$ cat src/pvic_cfg.svh
// Constants for the prioritized vectored interrupt controller.
// Assumes inclusion by bare name from the package and the design files.
`ifndef PVIC_CFG_SVH
`define PVIC_CFG_SVH
`define PVIC_NUM_SRC 154
`define PVIC_PRIO_BITS 3
`define PVIC_MAX_DEPTH 8
`define PVIC_ADDR_ENABLE 32'h0000_0000
`define PVIC_ADDR_PRIO 32'h0000_0400
`define PVIC_ADDR_PEND 32'h0000_0800
`define PVIC_ADDR_CTRL 32'h0000_0C00
`define PVIC_ADDR_VTOR 32'h0000_0C04
`define PVIC_ADDR_STAT 32'h0000_0C08
`define PVIC_ADDR_TRIG 32'h0000_0C0C
`define PVIC_REGION_MASK 32'hFFFF_FC00
`define PVIC_INDEX_MASK 32'h0000_03FC
`define PVIC_VTOR_ALIGN_BITS 10
`define PVIC_STACK_CYC 4
`define PVIC_FETCH_CYC 2
`define PVIC_TABLE_BASE 32'h0000_0000
`define PVIC_SRAM_BASE 32'h2000_0000
`endif

$ cat src/pvic_pkg.sv
// Types shared by the interrupt controller files.
// Assumes pvic_cfg.svh for constants.
`include "pvic_cfg.svh"
package pvic_pkg;
  typedef logic [`PVIC_PRIO_BITS-1:0] pvic_prio_t;
  typedef struct packed {
    logic valid;
    pvic_prio_t prio;
    logic [7:0] id;
  } pvic_cand_t;
  typedef struct packed {
    logic req;
    logic [7:0] id;
    logic [31:0] vector;
  } pvic_entry_t;
  typedef enum logic [1:0] {
    PVIC_IDLE = 2'b00,
    PVIC_STACK = 2'b01,
    PVIC_FETCH = 2'b10,
    PVIC_RUN = 2'b11
  } pvic_state_t;
endpackage

$ cat src/pvic_pick.sv
// Two-way priority comparison used by the arbitration tree.
// Assumes both candidates carry full priority values; group masking is applied only for preemption.
`timescale 1ns/10ps
`default_nettype none
module pvic_pick (
  input wire pvic_pkg::pvic_cand_t a_i,
  input wire pvic_pkg::pvic_cand_t b_i,
  output pvic_pkg::pvic_cand_t win_o
);
  // Lower value wins; a tie keeps a, which always has the smaller number
  wire take_b = b_i.valid && (!a_i.valid || (b_i.prio < a_i.prio));
  assign win_o = take_b ? b_i : a_i;
endmodule
`default_nettype wire

$ cat src/pvic_core.sv
// Prioritized vectored interrupt controller with APB register access.
// Assumes sources are synchronous pulses or levels from peripherals
// on clock_i, and that the core acknowledges vector delivery and
// signals handler return with single-cycle pulses.
// Behaviour
// - Up to 154 sources are arbitrated over eight priority levels.
// - Each source has its own enable, and a global mask blocks delivery without touching them.
// - The handler address for the accepted source is given straight to the core.
// - Higher-priority pending work is taken first and preempts a lower-priority handler.
// - Software splits priority bits into preemption and sub-priority parts.
// - Equal preemption level never preempts; it is tail chained after return.
// - Among identical priorities the smaller source number wins.
// - Nesting depth is tracked and interrupt context ends whenever the depth returns to zero, even between tail-chained handlers.
// - Table in flash overlaps stacking with fetch; table in SRAM makes them sequential.
// - Priorities are 8-bit fields with only the upper 3 bits kept.
// - Smaller priority value means more urgent, 0 is most urgent.
// - With the global mask set only the non-maskable input interrupts the core.
`timescale 1ns/10ps
`default_nettype none
`include "pvic_cfg.svh"
module pvic_core #(
  parameter int NUM_SRC = `PVIC_NUM_SRC,
  parameter int DEPTH = `PVIC_MAX_DEPTH
) (
  input wire logic clock_i,
  input wire logic sys_rst_i,
  input wire logic [NUM_SRC-1:0] irq_i,
  input wire logic nmi_i,
  input wire logic psel_i,
  input wire logic penable_i,
  input wire logic pwrite_i,
  input wire logic [31:0] paddr_i,
  input wire logic [31:0] pwdata_i,
  output logic [31:0] prdata_o,
  output logic pready_o,
  output logic pslverr_o,
  input wire logic entry_ack_i,
  input wire logic exit_i,
  output pvic_pkg::pvic_entry_t entry_o,
  output logic in_handler_o
);
  localparam int NP = 256;
  localparam int IW = 8;
  localparam int DW = $clog2(DEPTH + 1);
  logic [NUM_SRC-1:0] en_reg, pend_reg, irq_q_reg;
  logic [`PVIC_PRIO_BITS-1:0] prio_reg [NUM_SRC];
  logic [2:0] split_reg;
  logic gmask_reg;
  logic [31:0] vtor_reg;
  logic [DW-1:0] depth_reg;
  // One spare slot: the non-maskable entry may nest above a full stack
  logic [`PVIC_PRIO_BITS-1:0] act_prio [DEPTH+1];
  logic nmi_q_reg, nmi_pend_reg, nmi_act_reg;
  pvic_pkg::pvic_state_t st_reg;
  logic [2:0] cnt_reg;
  logic [IW-1:0] sel_id_reg;
  logic sel_nmi_reg;
  logic [31:0] prdata_reg;
  logic rdy_reg, err_reg;
  pvic_pkg::pvic_entry_t entry_reg;
  logic in_handler_reg;

  // APB decode: one word per source for enable, priority and pending
  wire acc = psel_i && penable_i && !rdy_reg;
  // Writes land at the edge where the master samples pready high
  wire wr = psel_i && penable_i && rdy_reg && pwrite_i;
  // Each region spans 256 words so that all sources are reachable
  wire [31:0] off = paddr_i & `PVIC_INDEX_MASK;
  wire [IW-1:0] idx = off[9:2];
  wire idx_ok = 32'(idx) < NUM_SRC;
  wire hit_en = (paddr_i & `PVIC_REGION_MASK) == `PVIC_ADDR_ENABLE;
  wire hit_pr = (paddr_i & `PVIC_REGION_MASK) == `PVIC_ADDR_PRIO;
  wire hit_pd = (paddr_i & `PVIC_REGION_MASK) == `PVIC_ADDR_PEND;
  wire hit_ct = paddr_i == `PVIC_ADDR_CTRL;
  wire hit_vt = paddr_i == `PVIC_ADDR_VTOR;
  wire hit_st = paddr_i == `PVIC_ADDR_STAT;
  wire hit_tg = paddr_i == `PVIC_ADDR_TRIG;
  wire hit_ok = ((hit_en || hit_pr || hit_pd) && idx_ok) || hit_ct || hit_vt || hit_st || hit_tg;

  // Preemption mask keeps only the group bits selected by the split
  wire [`PVIC_PRIO_BITS-1:0] grp_mask = `PVIC_PRIO_BITS'(3'b111 << split_reg);
  wire [`PVIC_PRIO_BITS-1:0] cur_prio = (depth_reg == '0) ? '0 : act_prio[depth_reg - 1'b1];

  // Arbitration tree over padded candidates
  pvic_pkg::pvic_cand_t node [2*NP-1];
  genvar g;
  generate
    for (g = 0; g < NP; g++) begin : g_leaf
      if (g < NUM_SRC) begin : g_src
        assign node[NP-1+g].valid = pend_reg[g] && en_reg[g];
        assign node[NP-1+g].prio = prio_reg[g];
        assign node[NP-1+g].id = IW'(g);
      end else begin : g_pad
        assign node[NP-1+g] = '0;
      end
    end
    for (g = 0; g < NP-1; g++) begin : g_tree
      pvic_pick u_pick (
        .a_i(node[2*g+1]),
        .b_i(node[2*g+2]),
        .win_o(node[g])
      );
    end
  endgenerate
  wire pvic_pkg::pvic_cand_t best = node[0];
  // Only a strictly lower group value preempts; ties wait for return
  wire can_preempt = (depth_reg == '0) ||
                     ((best.prio & grp_mask) < (cur_prio & grp_mask));
  wire take_irq = best.valid && !gmask_reg && can_preempt && depth_reg < DEPTH;
  wire take_nmi = nmi_pend_reg && !nmi_act_reg;
  // A return owns the idle cycle; pending must not clear unless the entry starts
  wire ret_now = exit_i && depth_reg != '0;
  wire acc_nmi = st_reg == pvic_pkg::PVIC_IDLE && !ret_now && take_nmi;
  wire acc_irq = st_reg == pvic_pkg::PVIC_IDLE && !ret_now && take_irq && !take_nmi;
  wire flash_tbl = vtor_reg < `PVIC_SRAM_BASE;
  wire [31:0] vec_addr = vtor_reg + {22'h0, sel_nmi_reg ? 8'h02 : sel_id_reg + 8'h10, 2'b00};

  // Register writes, pending capture and priority storage
  always_ff @(posedge clock_i) begin
    irq_q_reg <= sys_rst_i ? '0 : irq_i;
    for (int i = 0; i < NUM_SRC; i++) begin
      if (sys_rst_i) begin
        en_reg[i] <= 1'b0;
        pend_reg[i] <= 1'b0;
        prio_reg[i] <= '0;
      end else begin
        if (wr && hit_en && idx == IW'(i)) en_reg[i] <= pwdata_i[0];
        if (wr && hit_pr && idx == IW'(i)) prio_reg[i] <= pwdata_i[7:5];
        // New rising edge wins over the acceptance clear
        if ((irq_i[i] && !irq_q_reg[i]) || (wr && hit_tg && pwdata_i[7:0] == IW'(i)) ||
            (wr && hit_pd && idx == IW'(i) && pwdata_i[0])) pend_reg[i] <= 1'b1;
        else if ((acc_irq && best.id == IW'(i)) ||
                 (wr && hit_pd && idx == IW'(i) && !pwdata_i[0])) pend_reg[i] <= 1'b0;
      end
    end
  end

  // Control registers; table base is forced onto a 1-kB boundary
  always_ff @(posedge clock_i) begin
    if (sys_rst_i) begin
      split_reg <= '0;
      gmask_reg <= 1'b0;
      vtor_reg <= `PVIC_TABLE_BASE;
    end else begin
      if (wr && hit_ct) begin
        gmask_reg <= pwdata_i[0];
        split_reg <= pwdata_i[10:8];
      end
      if (wr && hit_vt) vtor_reg <= {pwdata_i[31:`PVIC_VTOR_ALIGN_BITS], 10'h000};
    end
  end

  // APB answer: access phase with one wait state, error on unmapped words
  always_ff @(posedge clock_i) begin
    if (sys_rst_i) begin
      rdy_reg <= 1'b0;
      err_reg <= 1'b0;
      prdata_reg <= '0;
    end else begin
      rdy_reg <= acc;
      err_reg <= acc && !hit_ok;
      prdata_reg <= !acc ? '0 :
        (hit_en && idx_ok) ? {31'h0, en_reg[idx]} :
        (hit_pr && idx_ok) ? {24'h0, prio_reg[idx], 5'h00} :
        (hit_pd && idx_ok) ? {31'h0, pend_reg[idx]} :
        hit_ct ? {21'h0, split_reg, 7'h00, gmask_reg} :
        hit_vt ? vtor_reg :
        hit_st ? {16'h0, sel_id_reg, 4'(depth_reg), 2'(st_reg), nmi_act_reg, 1'b0} : '0;
    end
  end

  // Non-maskable input latched on its rising edge
  always_ff @(posedge clock_i) begin
    if (sys_rst_i) begin
      nmi_q_reg <= 1'b0;
      nmi_pend_reg <= 1'b0;
    end else begin
      nmi_q_reg <= nmi_i;
      if (nmi_i && !nmi_q_reg) nmi_pend_reg <= 1'b1;
      else if (acc_nmi) nmi_pend_reg <= 1'b0;
    end
  end

  // Entry sequencer: stack, fetch, deliver, and the nesting stack
  always_ff @(posedge clock_i) begin
    if (sys_rst_i) begin
      st_reg <= pvic_pkg::PVIC_IDLE;
      cnt_reg <= '0;
      depth_reg <= '0;
      sel_id_reg <= '0;
      sel_nmi_reg <= 1'b0;
      nmi_act_reg <= 1'b0;
      entry_reg <= '0;
      for (int k = 0; k <= DEPTH; k++) act_prio[k] <= '0;
    end else begin
      case (st_reg)
        pvic_pkg::PVIC_IDLE: begin
          if (exit_i && depth_reg != '0) begin
            depth_reg <= depth_reg - 1'b1;
            if (nmi_act_reg && depth_reg == 1'b1) nmi_act_reg <= 1'b0;
          end else if (take_nmi || take_irq) begin
            sel_nmi_reg <= take_nmi;
            sel_id_reg <= best.id;
            // Flash table overlaps stacking with fetch
            cnt_reg <= 3'(`PVIC_STACK_CYC);
            st_reg <= pvic_pkg::PVIC_STACK;
          end
        end
        pvic_pkg::PVIC_STACK: begin
          if (cnt_reg > 3'h1) cnt_reg <= cnt_reg - 3'h1;
          else if (flash_tbl) st_reg <= pvic_pkg::PVIC_RUN;
          else begin
            cnt_reg <= 3'(`PVIC_FETCH_CYC);
            st_reg <= pvic_pkg::PVIC_FETCH;
          end
        end
        pvic_pkg::PVIC_FETCH: begin
          if (cnt_reg > 3'h1) cnt_reg <= cnt_reg - 3'h1;
          else st_reg <= pvic_pkg::PVIC_RUN;
        end
        pvic_pkg::PVIC_RUN: begin
          entry_reg.req <= 1'b1;
          entry_reg.id <= sel_nmi_reg ? 8'hFF : sel_id_reg;
          entry_reg.vector <= vec_addr;
          if (entry_reg.req && entry_ack_i) begin
            entry_reg.req <= 1'b0;
            act_prio[depth_reg] <= sel_nmi_reg ? '0 : prio_reg[sel_id_reg];
            if (sel_nmi_reg) nmi_act_reg <= 1'b1;
            depth_reg <= depth_reg + 1'b1;
            st_reg <= pvic_pkg::PVIC_IDLE;
          end
        end
        default: st_reg <= pvic_pkg::PVIC_IDLE;
      endcase
    end
  end

  // Context flag is registered so the output comes straight from a flop
  always_ff @(posedge clock_i) begin
    in_handler_reg <= sys_rst_i ? 1'b0 : (depth_reg != '0);
  end

  assign prdata_o = prdata_reg;
  assign pready_o = rdy_reg;
  assign pslverr_o = err_reg;
  assign entry_o = entry_reg;
  assign in_handler_o = in_handler_reg;

  chk_apb_one_wait: assert property (@(posedge clock_i) disable iff (sys_rst_i)
    psel_i && penable_i && !pready_o |=> pready_o)
    else $error("APB answer late");
  chk_mask_blocks: assert property (@(posedge clock_i) disable iff (sys_rst_i)
    st_reg == pvic_pkg::PVIC_IDLE && gmask_reg && !take_nmi && !exit_i |=>
    st_reg == pvic_pkg::PVIC_IDLE)
    else $error("Entry while globally masked");
  chk_no_equal_preempt: assert property (@(posedge clock_i) disable iff (sys_rst_i)
    st_reg == pvic_pkg::PVIC_IDLE && depth_reg != '0 && !exit_i && !take_nmi &&
    (best.prio & grp_mask) >= (cur_prio & grp_mask) |=> st_reg == pvic_pkg::PVIC_IDLE)
    else $error("Equal group preempted");
  chk_flash_latency: assert property (@(posedge clock_i) disable iff (sys_rst_i)
    $rose(st_reg == pvic_pkg::PVIC_STACK) && flash_tbl |-> ##4 st_reg == pvic_pkg::PVIC_RUN)
    else $error("Flash table entry latency wrong");
  chk_sram_latency: assert property (@(posedge clock_i) disable iff (sys_rst_i)
    $rose(st_reg == pvic_pkg::PVIC_STACK) && !flash_tbl && !(wr && hit_vt) |->
    ##[5:6] st_reg == pvic_pkg::PVIC_RUN)
    else $error("SRAM table entry latency wrong");
  chk_vector_addr: assert property (@(posedge clock_i) disable iff (sys_rst_i)
    $rose(entry_o.req) |-> entry_o.vector[9:0] ==
    (sel_nmi_reg ? 10'h008 : {sel_id_reg + 8'h10, 2'b00}))
    else $error("Vector address mismatch");
  chk_depth_step: assert property (@(posedge clock_i) disable iff (sys_rst_i)
    entry_o.req && entry_ack_i |=> depth_reg == $past(depth_reg) + 1'b1)
    else $error("Nesting depth not raised");
  chk_pend_clear: assert property (@(posedge clock_i) disable iff (sys_rst_i)
    st_reg == pvic_pkg::PVIC_IDLE && take_irq && !take_nmi && !exit_i && !irq_i[best.id]
    && !wr |=> !pend_reg[$past(best.id)])
    else $error("Pending not cleared on accept");
endmodule
`default_nettype wire

$ cat config.mk
export PLATFORM = sky130hd
export DESIGN_NAME = pvic_core
export DESIGN_NICKNAME = d
export VERILOG_FILES = /design/src/pvic_pkg.sv /design/src/pvic_pick.sv /design/src/pvic_core.sv
export VERILOG_INCLUDE_DIRS = /design/src
export SDC_FILE = /design/constraint.sdc
export NUM_CORES = 2
export LEC_CHECK = 0
export BUFFER_PORTS_ARGS = -buffer_cell sky130_fd_sc_hd__buf_2
export CORE_MARGIN = 2
export CORE_UTILIZATION = 57
export CTS_CLUSTER_DIAMETER = 120
export DETAILED_ROUTE_END_ITERATION = 6
export PLACE_DENSITY = 0.77
export SYNTH_ARGS = -nofsm -noshare
export SYNTH_HDL_FRONTEND = slang
export SYNTH_SLANG_ARGS = --single-unit
$ cat constraint.sdc
create_clock -name clock_i -period 11.9 [get_ports clock_i]
set_input_delay 0.595 -clock clock_i [delete_from_list [all_inputs] [get_ports clock_i]]
set_output_delay 0.595 -clock clock_i [all_outputs]
set_load 0.01 [all_outputs]
# After elaboration in Yosys (flattened, before gate mapping)
# Memories as Yosys holds them, arrays and structs flattened. A register that Yosys moved wholly into a read port is not among the register bits.
# Cells that the tools add are included.
totals:
  reg_bits: 585
  ram_bits: 489
  inputBits: 226
  wordCells: 4938
  mem_count: 2
op_classes:
  add_sub_neg: 5
  magnitude_cmp: 159
  n_eq_ne: 479
  shifts: 1
  muxes: 1126
  bitwise_logic: 158
  reduce_logical: 2678
memory_table:
  columns: ["name", "depth", "width", "read_ports", "rd_clocked_by_memory_dff", "wr", "line_no", "text"]
  rows:
  - ["prio_reg", 154, 3, 156, 1, 154, "pvic_core.sv:46", "logic [`PVIC_PRIO_BITS-1:0] prio_reg [NUM_SRC];"]
  - ["act_prio", 9, 3, 1, 0, 9, "pvic_core.sv:52", "logic [`PVIC_PRIO_BITS-1:0] act_prio [DEPTH+1];"]
op_table:
  columns: ["operator", "count"]
  rows:
  - ["$mux 12", 153]
  - ["$logic_and 1x1->1", 1566]
  - ["$eq 8x7->1 const B", 192]
  - ["$mux 1", 788]
  - ["$eq 8x6->1 const B", 96]
  - ["$eq 8x8->1 const B", 78]
  - ["$logic_or 1x1->1", 623]
  - ["$mux 3", 162]
  - ["$lt 3x3->1", 154]
  - ["$eq 8x5->1 const B", 48]
  - ["$logic_not 1->1", 315]
  - ["$reduce_bool 2->1", 156]
  - ["$eq 8x4->1 const B", 24]
  - ["$or 1x1->1", 154]
  - ["$eq 32x12->1 const B", 4]
  - ["$eq 8x3->1 const B", 12]
  - ["$eq 8x2->1 const B", 6]
  - ["$mux 8", 6]
  - ["$add 32x10->32", 1]
  - ["$logic_not 32->1", 1]
  - ["$lt 32x30->1 const B", 1]
  - ["$mux 32", 1]
  - ["$eq 8x1->1 const B", 3]
  - ["$logic_not 8->1", 3]
  - ["38 further kinds", 59]

# Longest topological paths before layout
logic_depth:
  word_depth: 44
  ltp_mapped: 69

# Cells and area by module
# A second synthesis with hierarchy kept.
unflattened:
  hier_cells: 10922
  hier_area_um2: 117187.4
by_module_without_submodules:
  columns: ["mod", "n_inst", "cells_each", "area_per_inst_um2"]
  rows:
  - ["pvic_pick", 255, 22, 242.7]
  - ["pvic_core", 1, 5312, 55290.5]

# Worst setup path before layout
# OpenSTA, ideal clock, no wires.
synth_path:
  kind: "register to register"
  start: "mem prio_reg[73][1] in the netlist's numbering"
  end: "reg cnt_reg[0]"
  arrival_ps: 12792
  path_slack_ps: -962
  path_stages_with_launch: 56
  cell_sequence: "edfxtp_1 > ha_1 > a2111oi_0 > nor2_1 > mux2i_1 > ha_1 > a21boi_0 > o311ai_0 > nand2_1 > o21ai_0 > ha_1 > inv_1 > a41oi_1 > o21a_1 > o21ai_0 > a21oi_1 > a31o_2 > ha_1 > (+20 left out) > nand2_1 > a21oi_1 > nand2_1 > o21a_1 > ha_1 > a21oi_1 > nand2_1 > o21a_2 > or2_1 > clkbuf_1 > a2111oi_0 > ha_1 > o21a_1 > o21ai_0 > o21ai_1 > a311o_1 > or4b_1 > a21oi_1"
synth_rtl:
  columns: ["item", "line_no", "text"]
  rows:
  - ["start, declared", "pvic_core.sv:46", null]
  - ["end signal, assigned", "pvic_core.sv:205", "cnt_reg <= 3'(`PVIC_STACK_CYC);"]
  - ["end signal, assigned", "pvic_core.sv:210", "if (cnt_reg > 3'h1) cnt_reg <= cnt_reg - 3'h1;"]
  - ["end signal, assigned", "pvic_core.sv:213", "cnt_reg <= 3'(`PVIC_FETCH_CYC);"]
  - ["end, declared", "pvic_core.sv:55", "logic [2:0] cnt_reg;"]

==> summary.md <==
| Metric | Value |
|---|---|
| Path depth of the worst reg2reg path | 61 |
| Antenna violations before repair | 32 |
| Fin nets | 8992 |
| Leak | 0.0333 µW |
| EDFF count, synth | 510 |
| Clock tree from TritonCTS | built |
| Number of routed nets with antenna violations | 0 |
| Power density over the cells | 115 nW/µm² |
| Worst Path Class, Setup | reg -> reg |
| Top cell type's share of synthesized area | 0.207 |
| Crit-path leading delay family | compound AO/OA/AOI/OAI gates |
| Minimum period implied by the final worst setup slack | 12.05 ns |
| Status | finished, violations left |
| Core box area | 129000 µm² |
| Final cell area excluding filler cells | 87700 µm² |
| Sequential fraction of the synthesis area | 0.366 |
| GRT overflow | 0 |
| Via density | 7.19 |
| Setup repair after global routing missed its margin | yes |
| Final worst-path setup slack | -0.149 ns |
| Clock insertion delay at the later pin of the skew report | 0.79 ns |
| Main area contributors after synthesis | edfxtp_1, dfxtp_1, mux4_2, nor2_1, ha_1 |
| Total power of the final layout | 10100 µW |
| Pin count of the biggest net entering global routing | 177 |
| Number of vias in the routed layout | 74619 |
| Launching element of the worst setup path | prio_reg[9][2]$_SDFFCE_PN0P_ |
| Type of the most critical hold path | in -> reg |
| Maximum clock rate | 0.0830 GHz |
| Final slew viol count | 0 |
| Boundary pin count | 302 |
| CP Capture Type | register |
| Clock root buffer | clkbuf_16 |
| Avg WL per Cell | 30.7 µm |
| Largest register FFs | 462 |
| End point of the critical path | pend_reg[14]$_SDFFE_PP0P_ |
| Area of placed instances | 79900 µm² |
| Number of synthesized register bits | 1100 |
| Startpoint type of the worst setup path | register |
| FF-to-FF Start | prio_reg[9][2]$_SDFFCE_PN0P_ |
| RD Place Congestion | 1.09 |
| Maximum buffer depth of the clock tree | 3 |
| DR DRC count | 11 |
| Slowest stage cell, crit path | o31ai_1 |
| Global Route Usage Sum | 0.454 |
| Final worst hold slack | 0.0321 ns |
| Largest vdd supply drop | 0.132 mV |
| Count of final setup violators | 122 |
| Num Clock Sinks | 1100 |
| Source of the worst hold timing path | irq_i[82] |
| Cell depth of the worst setup path | 61 |
| H-tree Lvls | 3 |
| Worst Tran Pin Value | 1.29 ns |
| Worst setup slack for register-to-register paths | -0.15 ns |
| Worst r2r dst | pend_reg[14]$_SDFFE_PP0P_ |
| Fin. Hold Viols | 0 |
| Number of global-route vias before repair | 67990 |
| Top cells by instance count after synthesis | nor2_1, a21oi_1, nand2_1 |
| Number of buffers and inverters on the critical path | 8 |
| Fraction of layout instances using a drive strength above 1 | 0.245 |
| Post-synthesis area per instance | 9.31 µm² |
| Ratio of final minimum period to clock period | 1.01 |
| Post-synth top flop | dfxtp_1 |
| Worst Path Max Fanout | 7 |
| Critical path data required time | 12.53 ns |
| Initial drt markers | 12046 |
| Number of buffers added on ports | 299 |
| Area growth, synth to finish | 18.4% |
| Cell taking the most area after synthesis | edfxtp_1 |
| Cell with the most instances after synthesis | nor2_1 |
| Floorplan die area | 133000 µm² |
| Die Y-Extent | 365 µm |
| Setup Skew | 0.0461 ns |
| Worst slew slack as a fraction of its limit | 0.129 |
| Effective utilization at floorplan | 0.573 |
| HPWL after detailed placement | 222 mm |
| Number of max-cap violations | 0 |
| Critical path's most frequent cell | nand2_1 |
| Post-detailed-routing wire length | 318 mm |
| Clock transition at the register clock pins on the worst setup and hold paths after CTS | 0.07 ns |
| First-pass GRT wire length | 446 mm |
| Library cells used by synthesis | 116 |
| Number of warnings printed during yosys synthesis | 0 |
| Data arrival, critical path | 12.68 ns |
| Die span in x | 365 µm |
| Cell Area, Synth | 74100 µm² |
| Async SR Flop Fraction | 0 |
| Detailed-routing iteration count for the pre-antenna-repair pass | 7 |
| Cell row count | 132 |
| Count of hold buffers inserted by post-cts repair | 0 |
| Clock buffer count from CTS | 118 |
| Post-place setup slack | -0.907 ns |
| Synthesized instance count | 7955 |
| Maximum single-stage delay on the critical path | 0.78 ns |
| Violations in the final reports | DRC, setup timing |
-- worst min path at each step --
stage / end / slack [ns] / cells after the start
global route: irq_q_reg[85]$_SDFF_PP0_ / 0.05 / 3
detailed placement: vtor_reg[22]$_SDFFE_PP0P_ / 0.46 / 2
floorplan: vtor_reg[16]$_SDFFE_PP0P_ / 0.44 / 2
finish: irq_q_reg[82]$_SDFF_PP0_ / 0.03 / 3
CTS: irq_q_reg[141]$_SDFF_PP0_ / 0.01 / 3
global placement: vtor_reg[27]$_SDFFE_PP0P_ / 0.45 / 2
-- report_power, final --
group | internal (µW) | total (µW) | leakage (µW) | switching (µW)
clock network | 2290 | 4020 | 0.00205 | 1730
registers | 4100 | 4280 | 0.0101 | 186
logic | 739 | 1800 | 0.0211 | 1060
-- what timing repair did --
item | in CTS | in global routing
cloned | 0 | 8
buffers inserted | 22 | 136
setup endpoints to repair | 176 | 176
gates resized for setup | 64 | 423
pin swaps | 26 | 220
-- tightest hold or removal path, stage by stage --
cell	delay, ns
buf_2	0.07
inv_1	0.04
nor2_1	0.07
-- cell type report --
class                      instances  area [µm²]
timing repair buffer             908        6500
clock buffer                     148        3300
inverter                         427        1600
antenna                           20        50.0
tap                             1742        2180
clock inverter                    78         875
sequential                      1100       27100
fill                           10186       41600
multi-input combinational       5952       46100
-- cells in the final DEF (no fill, tap or decap), types with 67 or more instances in the layout --
cell type,instances
nor2_1,998
dfxtp_1,586
nand2_1,584
a21oi_1,562
buf_4,561
edfxtp_1,510
o21ai_0,480
inv_1,418
mux4_2,400
buf_2,293
ha_1,218
mux2i_1,195
o22ai_1,195
o21bai_1,180
nand4_1,167
a21o_1,165
clkbuf_16,128
nand2b_1,120
mux2_2,75
and2_1,73
o211ai_1,70
o21a_1,68
a22oi_1,67
-- cell families (layout without fill, tap and decap cells) --
kind of cell	after synthesis	after routing	share of synthesized area
AO/OA/AOI/OAI	2553	2553	0.228
XOR/XNOR	7	7	0.000828
adder cells (fa/ha/maj)	280	280	0.0466
buffers and inverters	904	1561	0.0470
flip-flops	1100	1100	0.366
multiplexers	703	703	0.164
other	1	22	0.0000506
AND/OR/NAND/NOR	2407	2407	0.147
-- metal layers --
| metal | global-route usage | wire, µm | vias up | part of all wire |
|---|---|---|---|---|
| li1 | - | - | 31200 | - |
| met2 | 0.653 | 130000 | 6083 | 0.41 |
| met4 | 0.291 | 26000 | 34 | 0.082 |
| met5 | 0.00799 | 247 | - | 0.00078 |
| met1 | 0.567 | 111000 | 35846 | 0.35 |
| met3 | 0.179 | 50900 | 1456 | 0.16 |
-- through the flow --
stage / instances / utilization / TNS [ns]
6_report: 10375 / 0.678 / -8.79
5_1_grt: 10359 / 0.678 / -65.59
4_1_cts: 10213 / 0.653 / 0
3_5_place_dp: 9965 / 0.618 / -115.43
3_3_place_gp: 9965 / 0.618 / -28.03
2_1_floorplan: 7956 / - / 0
Note: power is estimated with default switching activity, not from simulation.
